--- src/hdl/smap_pkg.sv ---
`default_nettype none
package smap_pkg;
    // register indices; byte address is four times the index
    localparam int unsigned ROUTE_IDX = 3;
    localparam int unsigned INCTRL_IDX = 4;
    localparam int unsigned VITAL_IDX = 21;
    localparam int unsigned IRQSTAT_IDX = 22;
    localparam int unsigned IRQMASK_IDX = 23;
    localparam logic [11:0] ROUTE_ADDR = 12'(ROUTE_IDX * 4);
    localparam logic [11:0] INCTRL_ADDR = 12'(INCTRL_IDX * 4);
    localparam logic [11:0] VITAL_ADDR = 12'(VITAL_IDX * 4);
    localparam logic [11:0] IRQSTAT_ADDR = 12'(IRQSTAT_IDX * 4);
    localparam logic [11:0] IRQMASK_ADDR = 12'(IRQMASK_IDX * 4);
    // route register: pin a enables at [12:10], pin b enables at [9:7]
    localparam int unsigned ROUTE_LSB = 7;
    localparam int unsigned ROUTE_A_LSB = 3;
    localparam int unsigned ROUTE_B_LSB = 0;
    // input control register fields
    localparam int unsigned SEC_EN_BIT = 5;
    localparam int unsigned AUTO_SW_BIT = 0;
    localparam int unsigned MAN_SEL_BIT = 1;
    localparam int unsigned STALL_MODE_BIT = 2;
    // vital bits in the vital register and in the event registers
    localparam int unsigned SEL_BIT = 0;
    localparam int unsigned LOSS_BIT = 1;
    localparam int unsigned UNLOCK_BIT = 2;
    // reset values
    localparam logic [5:0] ROUTE_RST = 6'h00;
    localparam logic SEC_EN_RST = 1'b1;
    localparam logic AUTO_SW_RST = 1'b0;
    localparam logic MAN_SEL_RST = 1'b0;
    localparam logic STALL_MODE_RST = 1'b0;
    localparam logic [2:0] IRQ_RST = 3'h0;
    // loss and unlock start high so the first synced levels raise no event
    localparam logic [2:0] VIT_PREV_RST = 3'h6;
    // stalled loss engine: lock pin high for all but one of this many cycles
    localparam int unsigned STALL_PERIOD = 512;
    localparam logic [8:0] STALL_LAST = 9'(STALL_PERIOD - 1);

    typedef struct packed {
        logic pllUnlock;
        logic refLoss;
        logic selRef;
    } smap_vital_t;

    typedef struct packed {
        logic [2:0] sync1;
        logic [2:0] sync2;
        logic [5:0] route;
        logic secEn;
        logic autoSw;
        logic manSel;
        logic stallMode;
        logic selRef;
        smap_vital_t vitPrev;
        logic [2:0] irqStat;
        logic [2:0] irqMask;
        logic [8:0] stallCnt;
        logic pinA;
        logic pinB;
        logic irq;
        logic pready;
        logic pslverr;
        logic [31:0] prdata;
    } smap_state_t;
endpackage : smap_pkg
`default_nettype wire

--- src/hdl/smap_pin_mux.sv ---
`default_nettype none
module smap_pin_mux (
    input wire logic [2:0] enable,
    input wire smap_pkg::smap_vital_t vital,
    output logic pinLevel
);
    logic [2:0] pinVital;

    always_comb
    begin
        pinVital = {vital.selRef, vital.refLoss, ~vital.pllUnlock};
        pinLevel = |(enable & pinVital);
    end
endmodule : smap_pin_mux
`default_nettype wire

--- src/hdl/smap_status_mapper.sv ---
// Overview of operation
// - two status pins, six route enables
// - select vital: 0 primary, 1 secondary
// - loss vital high when reference lost
// - loss stuck high without secondary enable
// - unlock register bit high when unlocked
// - pin lock polarity inverted versus register
// - all three vitals readable by software
// - stalled engine: lock high 511/512
// - several enables on one pin OR
//
// Local design decisions: the APB slave port and the placing of the registers.
`default_nettype none
module smap_status_mapper (
    input wire logic clk_sys,
    input wire logic reset_n,
    input wire logic [11:0] paddr,
    input wire logic psel,
    input wire logic penable,
    input wire logic pwrite,
    input wire logic [31:0] pwdata,
    output logic [31:0] prdata,
    output logic pready,
    output logic pslverr,
    input wire logic primaryPresent,
    input wire logic secondaryPresent,
    input wire logic pllLocked,
    output logic statusOutA,
    output logic statusOutB,
    output logic irq
);
    smap_pkg::smap_state_t q;
    smap_pkg::smap_state_t d;
    smap_pkg::smap_vital_t vit;
    logic priOk;
    logic secOk;
    logic lockOk;
    logic bothStalled;
    logic pinADrive;
    logic pinBDrive;
    logic setup;
    logic wrAcc;
    logic [2:0] events;

    assign priOk = q.sync2[0];
    assign secOk = q.sync2[1];
    assign lockOk = q.sync2[2];
    assign bothStalled = q.autoSw && !priOk && !secOk;
    assign setup = psel && !penable;
    assign wrAcc = psel && penable && q.pready && pwrite;

    always_comb
    begin
        vit.selRef = q.selRef;
        vit.refLoss = q.secEn ? !(q.selRef ? secOk : priOk) : 1'b1;
        vit.pllUnlock = !lockOk;
        if (bothStalled && q.stallMode)
        begin
            vit.pllUnlock = (q.stallCnt == smap_pkg::STALL_LAST);
        end
    end

    smap_pin_mux muxA (
        .enable(q.route[smap_pkg::ROUTE_A_LSB +: 3]),
        .vital(vit),
        .pinLevel(pinADrive)
    );

    smap_pin_mux muxB (
        .enable(q.route[smap_pkg::ROUTE_B_LSB +: 3]),
        .vital(vit),
        .pinLevel(pinBDrive)
    );

    assign events = {vit.pllUnlock & ~q.vitPrev.pllUnlock,
                     vit.refLoss & ~q.vitPrev.refLoss,
                     vit.selRef ^ q.vitPrev.selRef};

    always_comb
    begin
        d = q;
        d.sync1 = {pllLocked, secondaryPresent, primaryPresent};
        d.sync2 = q.sync1;
        if (!q.secEn)
        begin
            d.selRef = 1'b0;
        end
        else if (!q.autoSw)
        begin
            d.selRef = q.manSel;
        end
        else if (!q.selRef && !priOk && secOk)
        begin
            d.selRef = 1'b1;
        end
        else if (q.selRef && !secOk && priOk)
        begin
            d.selRef = 1'b0;
        end
        d.stallCnt = (bothStalled && q.stallMode) ? q.stallCnt + 9'h001 : 9'h000;
        d.vitPrev = vit;
        d.pinA = pinADrive;
        d.pinB = pinBDrive;
        // register writes in the access phase
        if (wrAcc)
        begin
            if (paddr == smap_pkg::ROUTE_ADDR)
            begin
                d.route = pwdata[smap_pkg::ROUTE_LSB +: 6];
            end
            else if (paddr == smap_pkg::INCTRL_ADDR)
            begin
                d.secEn = pwdata[smap_pkg::SEC_EN_BIT];
                d.autoSw = pwdata[smap_pkg::AUTO_SW_BIT];
                d.manSel = pwdata[smap_pkg::MAN_SEL_BIT];
                d.stallMode = pwdata[smap_pkg::STALL_MODE_BIT];
            end
            else if (paddr == smap_pkg::IRQSTAT_ADDR)
            begin
                d.irqStat = q.irqStat & ~pwdata[2:0];
            end
            else if (paddr == smap_pkg::IRQMASK_ADDR)
            begin
                d.irqMask = pwdata[2:0];
            end
        end
        // new events win over a clear in the same cycle
        d.irqStat = d.irqStat | events;
        d.irq = |(q.irqStat & q.irqMask);
        // one wait-free answer: ready is registered from setup and rises in the access cycle after it
        d.pready = setup;
        d.pslverr = 1'b0;
        d.prdata = 32'h0000_0000;
        if (setup)
        begin
            if (paddr == smap_pkg::ROUTE_ADDR)
            begin
                d.prdata[smap_pkg::ROUTE_LSB +: 6] = q.route;
            end
            else if (paddr == smap_pkg::INCTRL_ADDR)
            begin
                d.prdata[smap_pkg::SEC_EN_BIT] = q.secEn;
                d.prdata[smap_pkg::AUTO_SW_BIT] = q.autoSw;
                d.prdata[smap_pkg::MAN_SEL_BIT] = q.manSel;
                d.prdata[smap_pkg::STALL_MODE_BIT] = q.stallMode;
            end
            else if (paddr == smap_pkg::VITAL_ADDR)
            begin
                d.prdata[smap_pkg::SEL_BIT] = vit.selRef;
                d.prdata[smap_pkg::LOSS_BIT] = vit.refLoss;
                d.prdata[smap_pkg::UNLOCK_BIT] = vit.pllUnlock;
            end
            else if (paddr == smap_pkg::IRQSTAT_ADDR)
            begin
                d.prdata[2:0] = q.irqStat;
            end
            else if (paddr == smap_pkg::IRQMASK_ADDR)
            begin
                d.prdata[2:0] = q.irqMask;
            end
            else
            begin
                d.pslverr = 1'b1;
            end
        end
    end

    always_ff @(posedge clk_sys or negedge reset_n)
    begin
        if (!reset_n)
        begin
            q <= '0;
            q.route <= smap_pkg::ROUTE_RST;
            q.secEn <= smap_pkg::SEC_EN_RST;
            q.autoSw <= smap_pkg::AUTO_SW_RST;
            q.manSel <= smap_pkg::MAN_SEL_RST;
            q.stallMode <= smap_pkg::STALL_MODE_RST;
            q.irqStat <= smap_pkg::IRQ_RST;
            q.irqMask <= smap_pkg::IRQ_RST;
            q.vitPrev <= smap_pkg::VIT_PREV_RST;
        end
        else
        begin
            q <= d;
        end
    end

    assign prdata = q.prdata;
    assign pready = q.pready;
    assign pslverr = q.pslverr;
    assign statusOutA = q.pinA;
    assign statusOutB = q.pinB;
    assign irq = q.irq;
endmodule : smap_status_mapper
`default_nettype wire

--- config.mk ---
export PLATFORM = sky130hd
export DESIGN_NAME = smap_status_mapper
export DESIGN_NICKNAME = d
export VERILOG_FILES = /design/src/hdl/smap_pkg.sv /design/src/hdl/smap_pin_mux.sv /design/src/hdl/smap_status_mapper.sv
export SDC_FILE = /design/constraint.sdc
export NUM_CORES = 1
export LEC_CHECK = 0
export BUFFER_PORTS_ARGS = -buffer_cell sky130_fd_sc_hd__clkbuf_2
export CAP_MARGIN = 20
export CORE_UTILIZATION = 48
export CTS_CLUSTER_SIZE = 14
export DETAILED_ROUTE_END_ITERATION = 7
export GPL_TIMING_DRIVEN = 0
export PLACE_DENSITY_LB_ADDON = 0.2
export RECOVER_POWER = 100
export SLEW_MARGIN = 20
export SYNTH_ARGS = -nofsm -noshare
export SYNTH_HDL_FRONTEND = slang
export SYNTH_SLANG_ARGS = --single-unit
export TNS_END_PERCENT = 1
--- constraint.sdc ---
create_clock -name clk_sys -period 3.6 [get_ports clk_sys]
set_input_delay 0 -clock clk_sys [delete_from_list [all_inputs] [get_ports clk_sys]]
set_output_delay 0 -clock clk_sys [all_outputs]
set_load 0.1 [all_outputs]
* Yosys cells after proc, flatten, opt, wreduce, memory -nomap -nowiden
Index checks and enable logic that the tools add are counted.
Word-level totals: register bits 50, input bits 52, output and inout bits 37, word-level logic and storage cells 97
Cells by class: add/subtract/negate cells 1, equal/unequal tests 7, multiplexer cells 31, bitwise gates (word level) 15, reductions and logical operators 23
Operators by type and width (number):
- $eq 12x7->1 const B | 3
- $mux 6 | 5
- $mux 3 | 9
- $mux 1 | 16
- $and 3x3->3 | 4
- $eq 12x4->1 const B | 1
- $eq 12x5->1 const B | 1
- $logic_and 1x1->1 | 11
- $add 9x1->9 const B | 1
- $eq 9x9->1 const B | 1
- $mux 9 | 1
- $reduce_or 3->1 | 3
- $logic_not 1->1 | 6
- $not 1->1 | 6
- $reduce_and 5->1 | 1
- $ne 4x2->1 const B | 1
- $not 3->3 | 1
- $or 3x3->3 | 1
- $reduce_and 3->1 | 1
- $and 1x1->1 | 2
- $reduce_and 2->1 | 1
- $xor 1x1->1 | 1

* Depth between registers and ports, before layout
word-level depth 9, mapped depth 7, mapped depth without buffers 7

* Hierarchy
A second synthesis with hierarchy kept.
Second synthesis, totals: cells, all modules 211, area total of the unflattened synthesis 2366.0 um^2
By module, submodules not included:
- smap_status_mapper | times used 1, cells an instance 205, area an instance 2333.5 um^2, seq. area each 1255.0 um^2
- smap_pin_mux | times used 2, cells an instance 3, area an instance 16.3 um^2, seq. area each 0.0 um^2

* Worst setup path after synthesis
OpenSTA, ideal clock, no wires.
path kind register -> register, from register q (netlist bit pready), to register q[60] (netlist name), library setup time 0.125 ns, arrival time 1.968 ns, data required time 3.475 ns, setup slack 1.507 ns, stages on the path, launching flop included 6, buffers on the path 1, period minus slack after synthesis 2.093 ns, path through dfrtp_1 -> and4_1 -> nand3_1 -> or2_1 -> buf_6 -> mux2_4
On the way: longest elaborated chain between the ends 3
Ends and longest elaborated chain:
- start, declared | line smap_status_mapper.sv:32 | smap_pkg::smap_state_t q;
- $logic_and 1x1->1 (2 in series) | line smap_status_mapper.sv:50 | assign wrAcc = psel && penable && q.pready && pwrite;
- $reduce_and 2->1 (no source line)
No other way between the ends. A chain may end at the register's enable or synchronous reset.

* Final worst setup path
from input port paddr[8], to register q[48] (netlist name)
On the way: longest elaborated chain between the ends 3, elaborated cells on any way between the ends 8, those cells by class eq/ne: 4; bitwise: 3; reduce/logical: 1
Ends and longest elaborated chain:
- start, declared | line smap_status_mapper.sv:17 | input wire logic [11:0] paddr,
- $eq 12x7->1 (tied with other cells) | line smap_status_mapper.sv:118 | else if (paddr == smap_pkg::IRQSTAT_ADDR)
- $not 1->1 (no source line)
- $reduce_and 5->1 (no source line) (*)
Mark *: on every way between the ends. The rest lies on a longest branch, timed or not.

==> impl_metrics.toml <==
[critical_path]
arrival_ns = 2.28
path_buf_inv = 2
cp_slowest_cell = "dlygate4sd3_1"
critPathCaptureType = "register"
crit_type = "primary input to register"
cp_cell_sequence = "dlygate4sd3_1 -> clkbuf_2 -> nor4_1 -> nand3_1 -> nor3b_1 -> mux2_2"
crit_family = "simple AND/OR/NAND/NOR gates"
cp-start-kind = "primary input"
rrSetupSlack_ns = 1.58
path_max_fanout = 5
cp_slowest_stage_delay_ns = 0.54
cp.required_ns = 3.79

[yosys]
avgSynthCellArea_um2 = 11.6
seq_area_frac_synth_pct = 52.9
synthDistinctLibCells = 47
synth_edf_count = 0
synth_area_leaders = "dfrtp_1 (50%), buf_4 (10%), mux2_2 (4.7%)"
synth_flop_cell = "dfrtp_1"
synth_cells = 204
yosysWarnings = 0
async_flop_share_pct = 100
synth_top_cell_area_share_pct = 49.6
yosys.area.top_type = "dfrtp_1"
synthesis.area_um2 = 2370
ys_ff_latch = 50

[timing]
hold_violations = 0
slew_headroom_pct = 21.3
finClkSkew_ns = 0.00417
worst_pin_slew_ns = 1.19
finalSetupViolCount = 0
rsz0062_at_grt = "false"
fin_ws_ns = 1.51
min_period_ns = 2.09
finalCritPeriodShare_pct = 58.1
clock.fmax_mhz = 478
slew_viol_final = 0
tns_ns = 0

[power_and_ir_drop]
power_mw = 1.15
power.leakage_nw = 1.49
vdd_drop_max_v = 0.000255
powerDensity_nw_per_um2 = 385

[global_routing]
grt_start_max_net_pins = 51
antenna_found_initial = 0
grt_usage_pct = 17.7
grt_first_pass_wirelength_um = 7020
overflow = 0
grt_pass1_vias = 1589

[cells_and_area]
drive_above_1_share_pct = 28.6
fill_cells = 415
antenna_cells = 0
nNetsFinal = 347
areaGrowthSynthToFinish_pct = 25.8

[status]
status = "complete, no violations"

[placement]
hpwl_um = 2940
dp_slack_ns = 1.61
place.gp.congestion = 0.826
port_buffers = 43

[floorplan]
core-area_um2 = 4750
row_count = 25
num_io_pins = 89
dieArea_um2 = 5230
start_util_pct = 49.9
die-height_um = 72.3
die_w_um = 72.3

[clocking]
htree_levels = 2
cts_tree = "yes"
clkSlewWorstSetupHoldPaths_ns = 0.09
ctsResizeCount = 0
cts_buffer_depth = 2
clk_latency_ns = 0.30
cts_sinks = 50
cts_made_buffers = 5
cts-root-buf = "clkbuf_8"

[route]
drtIter0Drc = 76
detailroute.via_count = 1675
first_pass_iters = 4
drc = 0
vias_per_cell = 4.64
wl_per_cell_um = 11.3
drtAntennaViolNets = 0
drt_wl_total_um = 4090

[worst_hold_path]
hold_class = "primary input to register"

[run]
drv_cap = 0
cells in the final DEF, fill, tap and decap left out, drive strengths merged, types with 3 or more instances in the layout:
master	synthesis	layout
dfstp	3	3
nor2	12	12
nor3	3	3
a21oi	4	4
and2	6	6
nand2	8	8
nor2b	5	5
buf	35	33
o21ai	4	4
clkbuf	1	51
xor2	3	3
nor3b	3	3
a222oi	3	3
nand3	6	6
conb	1	22
or3	3	3
dfrtp	47	47
dlygate4sd3	0	18
mux2	16	16
inv	10	10
cells by family (layout without fill, tap and decap cells):
| family | count (synthesis) | in the layout | share of synthesized area (%) |
|---|---|---|---|
| compound gates | 23 | 23 | 6.86 |
| other cells | 1 | 22 | 0.158 |
| flops | 50 | 50 | 52.9 |
| xor+xnor | 5 | 5 | 1.85 |
| fa+ha+maj | 2 | 2 | 1.05 |
| buf+inv | 46 | 115 | 12.9 |
| mux | 18 | 18 | 9.39 |
| simple gates | 59 | 59 | 14.9 |
cell type report:
type                       instances  area, um^2  share of cell area [%]
sequential                        50        1250                    42.0
multi-input combinational        129         858                    28.8
timing repair buffer              61         378                    12.7
buffer                            36         259                    8.68
tap                               67        83.8                    2.81
clock buffer                       5        68.8                    2.31
clock inverter                     3        45.0                    1.51
inverter                          10        37.5                    1.26
final timing paths:
kind,startpoint,endpoint,cells past startpoint
min in group asynchronous,reset_n,prdata[1],2
setup / recovery,paddr[8],q[48],6
max in group asynchronous,reset_n,irq,2
hold / removal,paddr[7],prdata[1],4
setup reg to reg,q[37],prdata[2],7
hold reg to reg,d[68],lockOk,0
metrics by stage:
stage / area (um^2) / hold slack (ns) / utilization, % / cells
detailed placement: 2750 / 0.100 / 57.9 / 335
global placement: 2750 / 0.108 / 57.8 / 335
CTS: 3050 / 0.0368 / 64.1 / 361
floorplan: 2450 / -0.296 / - / 225
global route: 2990 / 0.0939 / 62.8 / 361
finish: 2990 / 0.0575 / 62.8 / 361
state kept, by name, summed over array words and instances, names as in the netlist:
| name | count |
|---|---|
| q | 29 |
| pslverr | 1 |
| prdata | 10 |
| pready | 1 |
| priOk | 1 |
| d | 4 |
| statusOutA | 1 |
| lockOk | 1 |
| statusOutB | 1 |
| irq | 1 |
power by group:
part           total (mW)  switching (mW)  internal, mW
Combinational       0.190           0.142        0.0478
Clock               0.390           0.184         0.207
Sequential          0.569         0.00186         0.567
synthesized netlist by cell type (all sizes together) (4+ instances only):
cell type  number
buf            35
mux2           16
nor2           12
nand2           8
nand3           6
a21oi           4
inv            10
dfrtp          47
o21ai           4
nor2b           5
and2            6
worst reg2reg max path: cells and delay by family (launching register included):
kind                     cells  cell delay (ns)
AO/OA/AOI/OAI                1             0.28
AND/OR/NAND/NOR              3             0.73
flip-flops                   1             0.37
adder cells (fa/ha/maj)      2             0.36
multiplexers                 1             0.19
layer usage:
metal	vias to the layer above	global-route usage, %	share of wire, %
met1	795	21.9	44
met2	42	29.8	50
met3	8	4.17	3.8
met5	-	0	0
met4	0	7.19	2.1
li1	830	-	-
timing repair:
action,CTS,global route
buffers inserted,0,0
hold buffers,18,0
endpoints found under the hold margin,65,0
Note: power is estimated with default switching activity, not from simulation.
